$ cat config.mk
export PLATFORM = sky130hd
export DESIGN_NAME = pcxi_irq_flags
export DESIGN_NICKNAME = d
export VERILOG_FILES = /design/src/hdl/pcxi_pkg.sv /design/src/hdl/pcxi_change_det.sv /design/src/hdl/pcxi_irq_flags.sv
export SDC_FILE = /design/constraint.sdc
export NUM_CORES = 1
export LEC_CHECK = 0
export BUFFER_PORTS_ARGS = -buffer_cell sky130_fd_sc_hd__buf_2
export CORE_MARGIN = 2
export CORE_UTILIZATION = 40
export DETAILED_ROUTE_END_ITERATION = 12
export PLACE_DENSITY = 0.69
export SKIP_CTS_REPAIR_TIMING = 1
export SYNTH_ARGS = -nofsm -noshare
export SYNTH_HDL_FRONTEND = slang
export SYNTH_HIERARCHICAL = 1
export SYNTH_SLANG_ARGS = --single-unit
$ cat constraint.sdc
create_clock -name core_clk -period 1.2 [get_ports core_clk]
set_input_delay 0.06 -clock core_clk [delete_from_list [all_inputs] [get_ports core_clk]]
set_output_delay 0.06 -clock core_clk [all_outputs]
set_load 0.1 [all_outputs]
$ cat src/hdl/pcxi_pkg.sv
// Purpose: Shared constants for the external and pin-change interrupt flag block
// Assumes: Byte-wide register port, word index addressing
// Notes: Offsets are register indices on the plain register port
package pcxi_pkg;
    localparam int PCXI_AW = 4;
    localparam int PCXI_DW = 8;
    // Register indices
    localparam logic [3:0] PCXI_OFF_EXT_FLAGS = 4'h0;
    localparam logic [3:0] PCXI_OFF_EXT_MASK = 4'h1;
    localparam logic [3:0] PCXI_OFF_EXT_CTRL = 4'h2;
    localparam logic [3:0] PCXI_OFF_GRP_ENABLE = 4'h3;
    localparam logic [3:0] PCXI_OFF_GRP_FLAGS = 4'h4;
    localparam logic [3:0] PCXI_OFF_MASK_LOW = 4'h5;
    localparam logic [3:0] PCXI_OFF_MASK_MID = 4'h6;
    localparam logic [3:0] PCXI_OFF_MASK_HIGH = 4'h7;
    localparam logic [3:0] PCXI_OFF_IRQ_STATUS = 4'h8;
    localparam logic [3:0] PCXI_OFF_IRQ_MASK = 4'h9;
    // Field layout
    localparam int PCXI_EXT_A_BIT = 0;
    localparam int PCXI_EXT_B_BIT = 1;
    localparam int PCXI_GRP_LOW_BIT = 0;
    localparam int PCXI_GRP_MID_BIT = 1;
    localparam int PCXI_GRP_HIGH_BIT = 2;
    localparam logic [7:0] PCXI_GRP_USED = 8'h07;
    localparam logic [7:0] PCXI_MASK_MID_USED = 8'h7f;
    localparam logic [7:0] PCXI_EXT_USED = 8'h03;
    // Reset values
    localparam logic [7:0] PCXI_RST_BYTE = 8'h00;
    // Sense modes of an external line
    typedef enum logic [1:0] {
        PCXI_SENSE_LEVEL,
        PCXI_SENSE_ANY,
        PCXI_SENSE_FALL,
        PCXI_SENSE_RISE
    } pcxi_sense_type;
endpackage

$ cat src/hdl/pcxi_change_det.sv
// Purpose: Edge and change detector for a group of synchronous pins
// Assumes: Pins already synchronous to core_clk
// Notes: Change output is combinational against the sample taken one cycle earlier
`timescale 1ns/100ps
module pcxi_change_det
    import pcxi_pkg::*;
#(
    parameter int WIDTH = 8
) (
    input wire logic core_clk,
    input wire logic sys_rst,
    input wire logic [WIDTH-1:0] pin_in,
    output logic [WIDTH-1:0] prev_out,
    output logic [WIDTH-1:0] change_out
);
    logic [WIDTH-1:0] prev_reg;

    // Previous sample; reset to low so a high pin at reset reads as change
    always_ff @(posedge core_clk) begin
        if (sys_rst) begin
            prev_reg <= '0;
        end else begin
            prev_reg <= pin_in;
        end
    end

    assign prev_out = prev_reg;
    assign change_out = pin_in ^ prev_reg;
endmodule

$ cat src/hdl/pcxi_irq_flags.sv
// Purpose: External line and pin-change interrupt flags with vector requests
// Assumes: Core supplies global enable and one-cycle vector acknowledges
// Notes: Register read data stands one cycle after the read strobe
`timescale 1ns/100ps
// Contract
// - Edge or change on line B sets flag bit 1, line A bit 0.
// - Line flag requests its vector only with global enable and line mask.
// - Line flag clears on its vector acknowledge or on write of one.
// - Line flag held at zero while its line is level sensitive.
// - Group enable and group flag bits 7..3 read as zero.
// - Enabled group with global enable raises its vector on unmasked pin change.
// - Change on a pin with its mask bit set, in an enabled group, sets that group's flag bit.
// - Group flag requests its vector only with global and group enable.
// - Group flag clears on acknowledge or write of one; zero leaves it.
// - Pin detects change only while its mask bit and group enable are set.
// - Middle mask bit 7 is read-only zero, seven pins only.
module pcxi_irq_flags
    import pcxi_pkg::*;
(
    // Clock, reset and register port
    input wire logic core_clk,
    input wire logic sys_rst,
    input wire logic [3:0] reg_addr,
    input wire logic [7:0] reg_wdata,
    input wire logic reg_wr,
    input wire logic reg_rd,
    output logic [7:0] reg_rdata,
    // External lines and pin groups
    input wire logic ext_line_a,
    input wire logic ext_line_b,
    input wire logic [7:0] low_group_pins,
    input wire logic [6:0] middle_group_pins,
    input wire logic [7:0] high_group_pins,
    // Core side: global enable and acknowledges
    input wire logic global_irq_enable,
    input wire logic ack_ext_line_a,
    input wire logic ack_ext_line_b,
    input wire logic ack_low_group,
    input wire logic ack_middle_group,
    input wire logic ack_high_group,
    // Vector requests and summary interrupt
    output logic ext_line_a_vector,
    output logic ext_line_b_vector,
    output logic low_group_vector,
    output logic middle_group_vector,
    output logic high_group_vector,
    output logic irq
);
    // Software-visible state
    logic [1:0] ext_flag_reg;
    logic [1:0] ext_line_mask_reg;
    logic [3:0] ext_ctrl_reg;
    logic [2:0] grp_enable_reg;
    logic [2:0] grp_flag_reg;
    logic [7:0] mask_low_reg;
    logic [6:0] mask_mid_reg;
    logic [7:0] mask_high_reg;
    logic [4:0] irq_status_reg;
    logic [4:0] irq_mask_reg;

    // Registered outputs
    logic [7:0] rdata_reg;
    logic [4:0] vec_reg;
    logic irq_reg;

    // Detector results and decoded events
    logic [1:0] ext_prev;
    logic [1:0] ext_chg;
    logic [7:0] low_chg;
    logic [6:0] mid_chg;
    logic [7:0] high_chg;
    logic [1:0] ext_hit;
    logic [2:0] grp_hit;
    logic [1:0] ext_ack;
    logic [2:0] grp_ack;
    logic wr_ext_flags;
    logic wr_grp_flags;

    // Decode of a write strobe at one index, used for every register
    function automatic logic wr_at(input logic [3:0] off);
        return reg_wr && (reg_addr == off);
    endfunction

    // Sense mode of line n from its two control bits
    function automatic pcxi_sense_type sense_of(input int n);
        return pcxi_sense_type'(ext_ctrl_reg[2*n +: 2]);
    endfunction

    // Change detectors for the two lines and three groups
    pcxi_change_det #(.WIDTH(2)) u_ext_det (
        .core_clk(core_clk), .sys_rst(sys_rst),
        .pin_in({ext_line_b, ext_line_a}), .prev_out(ext_prev), .change_out(ext_chg)
    );
    pcxi_change_det #(.WIDTH(8)) u_low_det (
        .core_clk(core_clk), .sys_rst(sys_rst),
        .pin_in(low_group_pins), .prev_out(), .change_out(low_chg)
    );
    pcxi_change_det #(.WIDTH(7)) u_mid_det (
        .core_clk(core_clk), .sys_rst(sys_rst),
        .pin_in(middle_group_pins), .prev_out(), .change_out(mid_chg)
    );
    pcxi_change_det #(.WIDTH(8)) u_high_det (
        .core_clk(core_clk), .sys_rst(sys_rst),
        .pin_in(high_group_pins), .prev_out(), .change_out(high_chg)
    );

    // Edge qualification per external line; level mode raises no flag event
    generate
        for (genvar n = 0; n < 2; n++) begin : g_ext
            always_comb begin
                case (sense_of(n))
                    PCXI_SENSE_ANY: ext_hit[n] = ext_chg[n];
                    PCXI_SENSE_FALL: ext_hit[n] = ext_chg[n] & ext_prev[n];
                    PCXI_SENSE_RISE: ext_hit[n] = ext_chg[n] & ~ext_prev[n];
                    default: ext_hit[n] = 1'b0;
                endcase
            end
        end
    endgenerate

    // A pin counts only when its mask bit and its group enable are both set
    assign grp_hit[PCXI_GRP_LOW_BIT] = grp_enable_reg[PCXI_GRP_LOW_BIT] & |(low_chg & mask_low_reg);
    assign grp_hit[PCXI_GRP_MID_BIT] = grp_enable_reg[PCXI_GRP_MID_BIT] & |(mid_chg & mask_mid_reg);
    assign grp_hit[PCXI_GRP_HIGH_BIT] = grp_enable_reg[PCXI_GRP_HIGH_BIT] & |(high_chg & mask_high_reg);

    // Acknowledge pulses gathered by line and group number
    assign ext_ack = {ack_ext_line_b, ack_ext_line_a};
    assign grp_ack = {ack_high_group, ack_middle_group, ack_low_group};

    // Write-one-to-clear strobes of the two flag registers
    assign wr_ext_flags = wr_at(PCXI_OFF_EXT_FLAGS);
    assign wr_grp_flags = wr_at(PCXI_OFF_GRP_FLAGS);

    // External line flags: set wins over clear, level mode forces zero
    always_ff @(posedge core_clk) begin
        if (sys_rst) begin
            ext_flag_reg <= '0;
        end else begin
            for (int n = 0; n < 2; n++) begin
                if (sense_of(n) == PCXI_SENSE_LEVEL) begin
                    ext_flag_reg[n] <= 1'b0;
                end else if (ext_hit[n]) begin
                    ext_flag_reg[n] <= 1'b1;
                end else if (ext_ack[n] || (wr_ext_flags && reg_wdata[n])) begin
                    ext_flag_reg[n] <= 1'b0;
                end
            end
        end
    end

    // Group flags: set wins over acknowledge or write-one clear
    always_ff @(posedge core_clk) begin
        if (sys_rst) begin
            grp_flag_reg <= '0;
        end else begin
            for (int g = 0; g < 3; g++) begin
                if (grp_hit[g]) begin
                    grp_flag_reg[g] <= 1'b1;
                end else if (grp_ack[g] || (wr_grp_flags && reg_wdata[g])) begin
                    grp_flag_reg[g] <= 1'b0;
                end
            end
        end
    end

    // External line mask
    always_ff @(posedge core_clk) begin
        if (sys_rst) begin
            ext_line_mask_reg <= '0;
        end else if (wr_at(PCXI_OFF_EXT_MASK)) begin
            ext_line_mask_reg <= reg_wdata[1:0];
        end
    end

    // Sense mode of both lines
    always_ff @(posedge core_clk) begin
        if (sys_rst) begin
            ext_ctrl_reg <= '0;
        end else if (wr_at(PCXI_OFF_EXT_CTRL)) begin
            ext_ctrl_reg <= reg_wdata[3:0];
        end
    end

    // Group enables; upper bits have no storage
    always_ff @(posedge core_clk) begin
        if (sys_rst) begin
            grp_enable_reg <= '0;
        end else if (wr_at(PCXI_OFF_GRP_ENABLE)) begin
            grp_enable_reg <= reg_wdata[2:0];
        end
    end

    // Low group pin mask
    always_ff @(posedge core_clk) begin
        if (sys_rst) begin
            mask_low_reg <= PCXI_RST_BYTE;
        end else if (wr_at(PCXI_OFF_MASK_LOW)) begin
            mask_low_reg <= reg_wdata;
        end
    end

    // Middle group pin mask; top bit dropped on write
    always_ff @(posedge core_clk) begin
        if (sys_rst) begin
            mask_mid_reg <= PCXI_RST_BYTE[6:0];
        end else if (wr_at(PCXI_OFF_MASK_MID)) begin
            mask_mid_reg <= reg_wdata[6:0];
        end
    end

    // High group pin mask
    always_ff @(posedge core_clk) begin
        if (sys_rst) begin
            mask_high_reg <= PCXI_RST_BYTE;
        end else if (wr_at(PCXI_OFF_MASK_HIGH)) begin
            mask_high_reg <= reg_wdata;
        end
    end

    // Summary interrupt mask
    always_ff @(posedge core_clk) begin
        if (sys_rst) begin
            irq_mask_reg <= '0;
        end else if (wr_at(PCXI_OFF_IRQ_MASK)) begin
            irq_mask_reg <= reg_wdata[4:0];
        end
    end

    // Sticky status of vector requests raised; write one to clear, set wins
    always_ff @(posedge core_clk) begin
        if (sys_rst) begin
            irq_status_reg <= '0;
        end else begin
            for (int i = 0; i < 5; i++) begin
                if (vec_reg[i]) begin
                    irq_status_reg[i] <= 1'b1;
                end else if (wr_at(PCXI_OFF_IRQ_STATUS) && reg_wdata[i]) begin
                    irq_status_reg[i] <= 1'b0;
                end
            end
        end
    end

    // Vector requests registered so every output comes from a flip-flop
    always_ff @(posedge core_clk) begin
        if (sys_rst) begin
            vec_reg <= '0;
        end else begin
            vec_reg[1:0] <= ext_flag_reg & ext_line_mask_reg & {2{global_irq_enable}};
            vec_reg[4:2] <= grp_flag_reg & grp_enable_reg & {3{global_irq_enable}};
        end
    end

    // Summary level; one cycle behind status, traded for a registered pin
    always_ff @(posedge core_clk) begin
        if (sys_rst) begin
            irq_reg <= 1'b0;
        end else begin
            irq_reg <= |(irq_status_reg & irq_mask_reg);
        end
    end

    // Outputs straight from their flip-flops
    assign ext_line_a_vector = vec_reg[0];
    assign ext_line_b_vector = vec_reg[1];
    assign low_group_vector = vec_reg[2];
    assign middle_group_vector = vec_reg[3];
    assign high_group_vector = vec_reg[4];
    assign irq = irq_reg;

    // Read data one cycle after the strobe; unmapped and idle read zero
    always_ff @(posedge core_clk) begin
        if (sys_rst) begin
            rdata_reg <= '0;
        end else if (!reg_rd) begin
            rdata_reg <= '0;
        end else if (reg_addr == PCXI_OFF_EXT_FLAGS) begin
            rdata_reg <= {6'h00, ext_flag_reg};
        end else if (reg_addr == PCXI_OFF_EXT_MASK) begin
            rdata_reg <= {6'h00, ext_line_mask_reg};
        end else if (reg_addr == PCXI_OFF_EXT_CTRL) begin
            rdata_reg <= {4'h0, ext_ctrl_reg};
        end else if (reg_addr == PCXI_OFF_GRP_ENABLE) begin
            rdata_reg <= {5'h00, grp_enable_reg};
        end else if (reg_addr == PCXI_OFF_GRP_FLAGS) begin
            rdata_reg <= {5'h00, grp_flag_reg};
        end else if (reg_addr == PCXI_OFF_MASK_LOW) begin
            rdata_reg <= mask_low_reg;
        end else if (reg_addr == PCXI_OFF_MASK_MID) begin
            rdata_reg <= {1'b0, mask_mid_reg};
        end else if (reg_addr == PCXI_OFF_MASK_HIGH) begin
            rdata_reg <= mask_high_reg;
        end else if (reg_addr == PCXI_OFF_IRQ_STATUS) begin
            rdata_reg <= {3'h0, irq_status_reg};
        end else if (reg_addr == PCXI_OFF_IRQ_MASK) begin
            rdata_reg <= {3'h0, irq_mask_reg};
        end else begin
            rdata_reg <= '0;
        end
    end

    // Read data port
    assign reg_rdata = rdata_reg;
endmodule

==> results.cfg, run 1 <==
[outcome]
violations = setup timing
outcome = finished with violations

[routing]
wl_um = 10160
detail_route.iter0.violations = 270
dr_wl_met3_um = 503
first_pass_iters = 5
drt-wirelength-per-cell_um = 15.88
met1_length_um = 4632
ant_nets = 0
drc = 0
vias_per_cell = 5.148
vias = 3295
wl_met2_um = 4902
top_layer = met4

[clock_network]
root_buffer = clkbuf_8
cts_tree = done
htreeDepth = 3
numCtsBuffers = 9
clk_path_buf_depth = 2
clk_latency_ps = 350
path_clk_slew_ps = 80
clock_sinks = 86

[final_layout]
drive_gt1_frac = 0.2701
final_cells = 640
num_antenna_cells = 0
nFillCells = 864
nets = 554
area_delta_synth_final_pct = 31.05
design_area_mm2 = 0.005022

[setup_path]
reg2reg_to = grp_flag_reg[1]$_SDFFE_PP0P_
critical_path_class = reg -> reg
cp_max_fo = 1
crit_path_end_kind = flip-flop
crit_path_end = grp_flag_reg[1]$_SDFFE_PP0P_
startpoint = u_mid_det/prev_out[2]$_SDFF_PP0_
r2r-start = u_mid_det/prev_out[2]$_SDFF_PP0_
arrival_ps = 1450
reg2reg_depth = 5
cp-start-kind = flip-flop
ff2ff_setup_slack_ps = -20
required_ps = 1430

[synth]
avgSynthCellArea_um2 = 9.903
synth_seq_cells = 86
yosys.area.top_type = dfxtp_1
synth.most_common_cell = dfxtp_1
synthesis.nets = 434
ys_types = 55
synthTopCellsByCount = 86 x dfxtp_1, 41 x nor2_1, 33 x mux2i_1
synth_ff_type = dfxtp_1
ys_seq_area_frac = 0.4492
yosys-top-cells-area = dfxtp_1 45%, mux2i_1 8.6%, xor2_1 5.7%, nor2b_1 4.7%, nor2_1 4.0%
synthArstFlopShare = 0
synthesis.area_mm2 = 0.003832
synth_edf_count = 0
syn_inst = 387
synth_top_area_frac = 0.4492
ys_warn_count = 6

[placement]
dpl.hpwl_um = 7491
place_congestion = 0.9528
dp.cells = 597
numPortBuffers = 60
pre_cts_ws_ps = -199.3
postPlaceCellArea_mm2 = 0.004522

[sta]
finClkSkew_ps = 12.45
fin_crit_ps = 1223
hold_viol = 0
setup_tns_ps = -33.89
rsz0062_at_grt = yes
final.period_utilization = 1.019
setup_viol = 2
maxSlewViolCount = 0
slew_headroom = 0.6799
worst_pin_slew_ps = 478.3
fin_ws_ps = -22.88
fmax_mhz = 817.7

[global_routing]
grt_max_degree = 43
antenna_found_initial = 0
gr-total-overflow = 0
grt_pass1_vias = 3102
grt_pass1_wl_um = 15380
grt_usage = 0.1926

[die]
rows = 35
core_mm2 = 0.009284
ioPinCount = 61
die_h_um = 101.9
die_x_um = 101.9
dieArea_mm2 = 0.01038
start_util = 0.4128

[hold_path]
worstHoldPathCells = 4
hold_path_class = in -> reg

[pwr]
power-per-cell-area_mw_per_mm2 = 1109
total_leakage_power_nw = 2.065
ir_worst_vdd_v = 0.0006096
power_mw = 5.569

[flow_run]
timing.max_cap.violations = 0
placed cells by master, fill, tap and decap left out, types with 4 or more instances in the layout:
cell type | Yosys | final
dfxtp_1 | 86 | 86
buf_2 | 7 | 54
clkbuf_4 | 0 | 6
and3_1 | 6 | 6
o21ai_0 | 10 | 10
nor2b_1 | 29 | 29
buf_4 | 3 | 39
a21oi_1 | 27 | 26
clkbuf_8 | 0 | 12
buf_12 | 1 | 4
inv_1 | 8 | 8
nand2b_1 | 5 | 5
xor2_1 | 25 | 25
nand3_1 | 9 | 9
dlygate4sd3_1 | 0 | 28
nand2_1 | 11 | 11
nor2_1 | 41 | 41
a22oi_1 | 15 | 15
mux2i_1 | 33 | 33
worst min path at each step:
stage	start	endpoint	slack (ps)
after floorplan	sys_rst	u_high_det/prev_out[0]$_SDFF_PP0_	130
after global placement	ext_line_a	u_ext_det/prev_out[0]$_SDFF_PP0_	300
after detailed placement	ext_line_a	u_ext_det/prev_out[0]$_SDFF_PP0_	310
after CTS	low_group_pins[4]	u_low_det/prev_out[4]$_SDFF_PP0_	-60
after global routing	ack_low_group	grp_flag_reg[0]$_SDFFE_PP0P_	20
final	ack_middle_group	grp_flag_reg[1]$_SDFFE_PP0P_	30
cell type report:
type / instances / area (µm²) / area share
Multi-Input combinational cell: 271 / 1957 / 0.3896
Timing Repair Buffer: 131 / 968.4 / 0.1928
Sequential cell: 86 / 1722 / 0.3428
Tap cell: 129 / 161.4 / 0.03214
Inverter: 8 / 30.03 / 0.005979
Clock inverter: 3 / 18.77 / 0.003737
Clock buffer: 12 / 165.2 / 0.03288
report_power, final:
part           total (mW)  switching (mW)  internal [mW]
Combinational       0.746           0.389          0.357
Sequential           2.95          0.0372           2.92
Clock                1.87           0.961          0.908
Total                5.57            1.39           4.18
critical path: stages, from the launching register on:
cell and delay [ps]:
dfxtp_1 320, xor2_1 160, a222oi_1 300, nand3_1 160
a21oi_2 140, nor2_1 40
logic make-up (layout without fill, tap and decap cells):
family,after synthesis,count (layout),share of synthesized area
AO/OA/AOI/OAI,80,80,0.1401
XOR/XNOR,26,26,0.05942
buffers and inverters,30,154,0.04570
flip-flops,86,86,0.4492
multiplexers,36,36,0.1009
AND/OR/NAND/NOR,129,129,0.2047
per-layer routing:
metal  track usage  up-vias
li1              -     1607
met1        0.2626     1573
met2        0.3148      101
met3       0.03830       14
met4       0.04923        0
met5             0        -
stage by stage:
step	utilization	hold WS, ps
floorplan	-	131.6
global placement	0.4871	295.4
detailed placement	0.4871	305.2
CTS	0.5069	-63.77
global route	0.5410	21.24
finish	0.5410	30.67
(Power assumes the default switching activity.)
==> run 2: changes to the inputs <==
--- a/config.mk
+++ b/config.mk
@@ -10,6 +10,7 @@
 export CORE_UTILIZATION = 40
 export DETAILED_ROUTE_END_ITERATION = 12
 export PLACE_DENSITY = 0.69
+export RECOVER_POWER = 25
 export SKIP_CTS_REPAIR_TIMING = 1
 export SYNTH_ARGS = -nofsm -noshare
 export SYNTH_HDL_FRONTEND = slang
==> run 2 against run 1 <==
The run still ends with setup timing left; largest cell class unchanged; power is 0.31% lower; routed wire length is 0.86% lower; worst hold slack hardly changed; combinational power is 2% lower; non-clock buffer count stayed put; maximum frequency is 0.23% higher; count of clock-buffer cells in the layout stayed put; critical path depth stayed put; sequential power hardly changed; clock power hardly changed; final area is 0.57% lower; die area stayed put.
==> results.cfg, run 2 (same netlist as run 1, synthesis figures left out) <==
[outcome]
outcome = finished with violations
violations = setup timing

[setup_path]
arrival_ps = 1450
startpoint = u_mid_det/prev_out[2]$_SDFF_PP0_
ff2ff_setup_slack_ps = -20
reg2reg_depth = 5
crit_path_end = grp_flag_reg[1]$_SDFFE_PP0P_
cp-start-kind = flip-flop
r2r-start = u_mid_det/prev_out[2]$_SDFF_PP0_
cp_max_fo = 1
reg2reg_to = grp_flag_reg[1]$_SDFFE_PP0P_
critical_path_class = reg -> reg
required_ps = 1430
crit_path_end_kind = flip-flop

[global_routing]
grt_usage = 0.1926
grt_pass1_wl_um = 15380
grt_pass1_vias = 3102
antenna_found_initial = 0
grt_max_degree = 43
gr-total-overflow = 0

[routing]
drc = 0
drt-wirelength-per-cell_um = 15.74
vias = 3279
vias_per_cell = 5.123
first_pass_iters = 4
ant_nets = 0
wl_um = 10080
detail_route.iter0.violations = 255

[clock_network]
htreeDepth = 3
numCtsBuffers = 9
path_clk_slew_ps = 80
cts_tree = done
clock_sinks = 86
clk_path_buf_depth = 2
root_buffer = clkbuf_8
clk_latency_ps = 350

[die]
start_util = 0.4128
dieArea_mm2 = 0.01038
rows = 35
die_h_um = 101.9
core_mm2 = 0.009284
die_x_um = 101.9
ioPinCount = 61

[sta]
rsz0062_at_grt = yes
final.period_utilization = 1.017
fin_ws_ps = -20.10
maxSlewViolCount = 0
hold_viol = 0
slew_headroom = 0.6844
fin_crit_ps = 1220
fmax_mhz = 819.6
setup_viol = 2
worst_pin_slew_ps = 471.7
finClkSkew_ps = 13.41

[hold_path]
hold_path_class = in -> reg
worstHoldPathCells = 4

[flow_run]
timing.max_cap.violations = 0

[pwr]
p_sw_mw = 1.380
cell_internal_pwr_mw = 4.171
pwr-share-clk = 0.336
power-per-cell-area_mw_per_mm2 = 1112
power_mw = 5.552
ir_worst_vdd_v = 0.0006069
sequentialPowerShare = 0.532
total_leakage_power_nw = 2.002
comb_power_share = 0.132
sw_frac_of_total = 0.2487

[final_layout]
mostFrequentLayoutCell = dfxtp_1
nets = 554
nFillCells = 878
multiInputGateArea_mm2 = 0.001957
area_delta_synth_final_pct = 30.30
regArea_mm2 = 0.001722
design_area_mm2 = 0.004994
final_cell_mix = 86 x dfxtp_1, 41 x nor2_1, 39 x buf_4
num_antenna_cells = 0
drive_gt1_frac = 0.2250

[placement]
pre_cts_ws_ps = -199.3
dpl.hpwl_um = 7491
postPlaceCellArea_mm2 = 0.004522
place_congestion = 0.9528
numPortBuffers = 60
-- run 2: cell count changes in the layout (fill, tap and decap cells not counted) --
cell,previous run,this run
clkbuf_1,0,23
buf_2,54,31
-- run 2: area by class of cell --
type                       count  share of cell area
tap                          129             0.03232
multi-input combinational    271              0.3919
inverter                       8            0.006014
timing repair buffer         131              0.1882
clock buffer                  12             0.03307
clock inverter                 3            0.003758
sequential                    86              0.3448
-- run 2: worst min path at each step --
stage / from / end
2_1_floorplan: sys_rst / u_high_det/prev_out[0]$_SDFF_PP0_
3_3_place_gp: ext_line_a / u_ext_det/prev_out[0]$_SDFF_PP0_
3_5_place_dp: ext_line_a / u_ext_det/prev_out[0]$_SDFF_PP0_
4_1_cts: low_group_pins[4] / u_low_det/prev_out[4]$_SDFF_PP0_
5_1_grt: ack_low_group / grp_flag_reg[0]$_SDFFE_PP0P_
6_report: ack_middle_group / grp_flag_reg[1]$_SDFFE_PP0P_
-- run 2: per-layer routing --
metal  global-route usage  up-vias  share of wire
met5                    0        -              0
met4              0.04923        0          0.012
met3              0.03830       14          0.046
met2               0.3148       86           0.48
met1               0.2626     1571           0.46
li1                     -     1608              -
-- run 2: power by group through the flow --
stage / logic (mW) / registers (mW) / clock network, mW
final: 0.733 / 2.95 / 1.86
after detailed placement: 0.664 / 3.02 / 0
after floorplan: 0.349 / 3.05 / 0
after global routing: 0.790 / 2.96 / 2.03
after CTS: 0.668 / 2.95 / 1.92
after global placement: 0.658 / 3.02 / 0
-- run 2: worst max-delay path, cell delays in order (launching register included) --
cell and delay, ps:
dfxtp_1 320, xor2_1 150, a222oi_1 300, nand3_1 160, a21oi_2 140, nor2_1 40
-- run 2: stage by stage --
step / utilization / setup TNS [ps] / instances / hold slack, ps
3_5_place_dp: 0.4871 / -4330 / 597 / 305.2
3_3_place_gp: 0.4871 / -3356 / 597 / 295.4
4_1_cts: 0.5069 / -123.3 / 612 / -63.77
5_1_grt: 0.5379 / -208.6 / 640 / 21.24
2_1_floorplan: - / 0 / 387 / 131.6
6_report: 0.5379 / -32.35 / 640 / 30.39
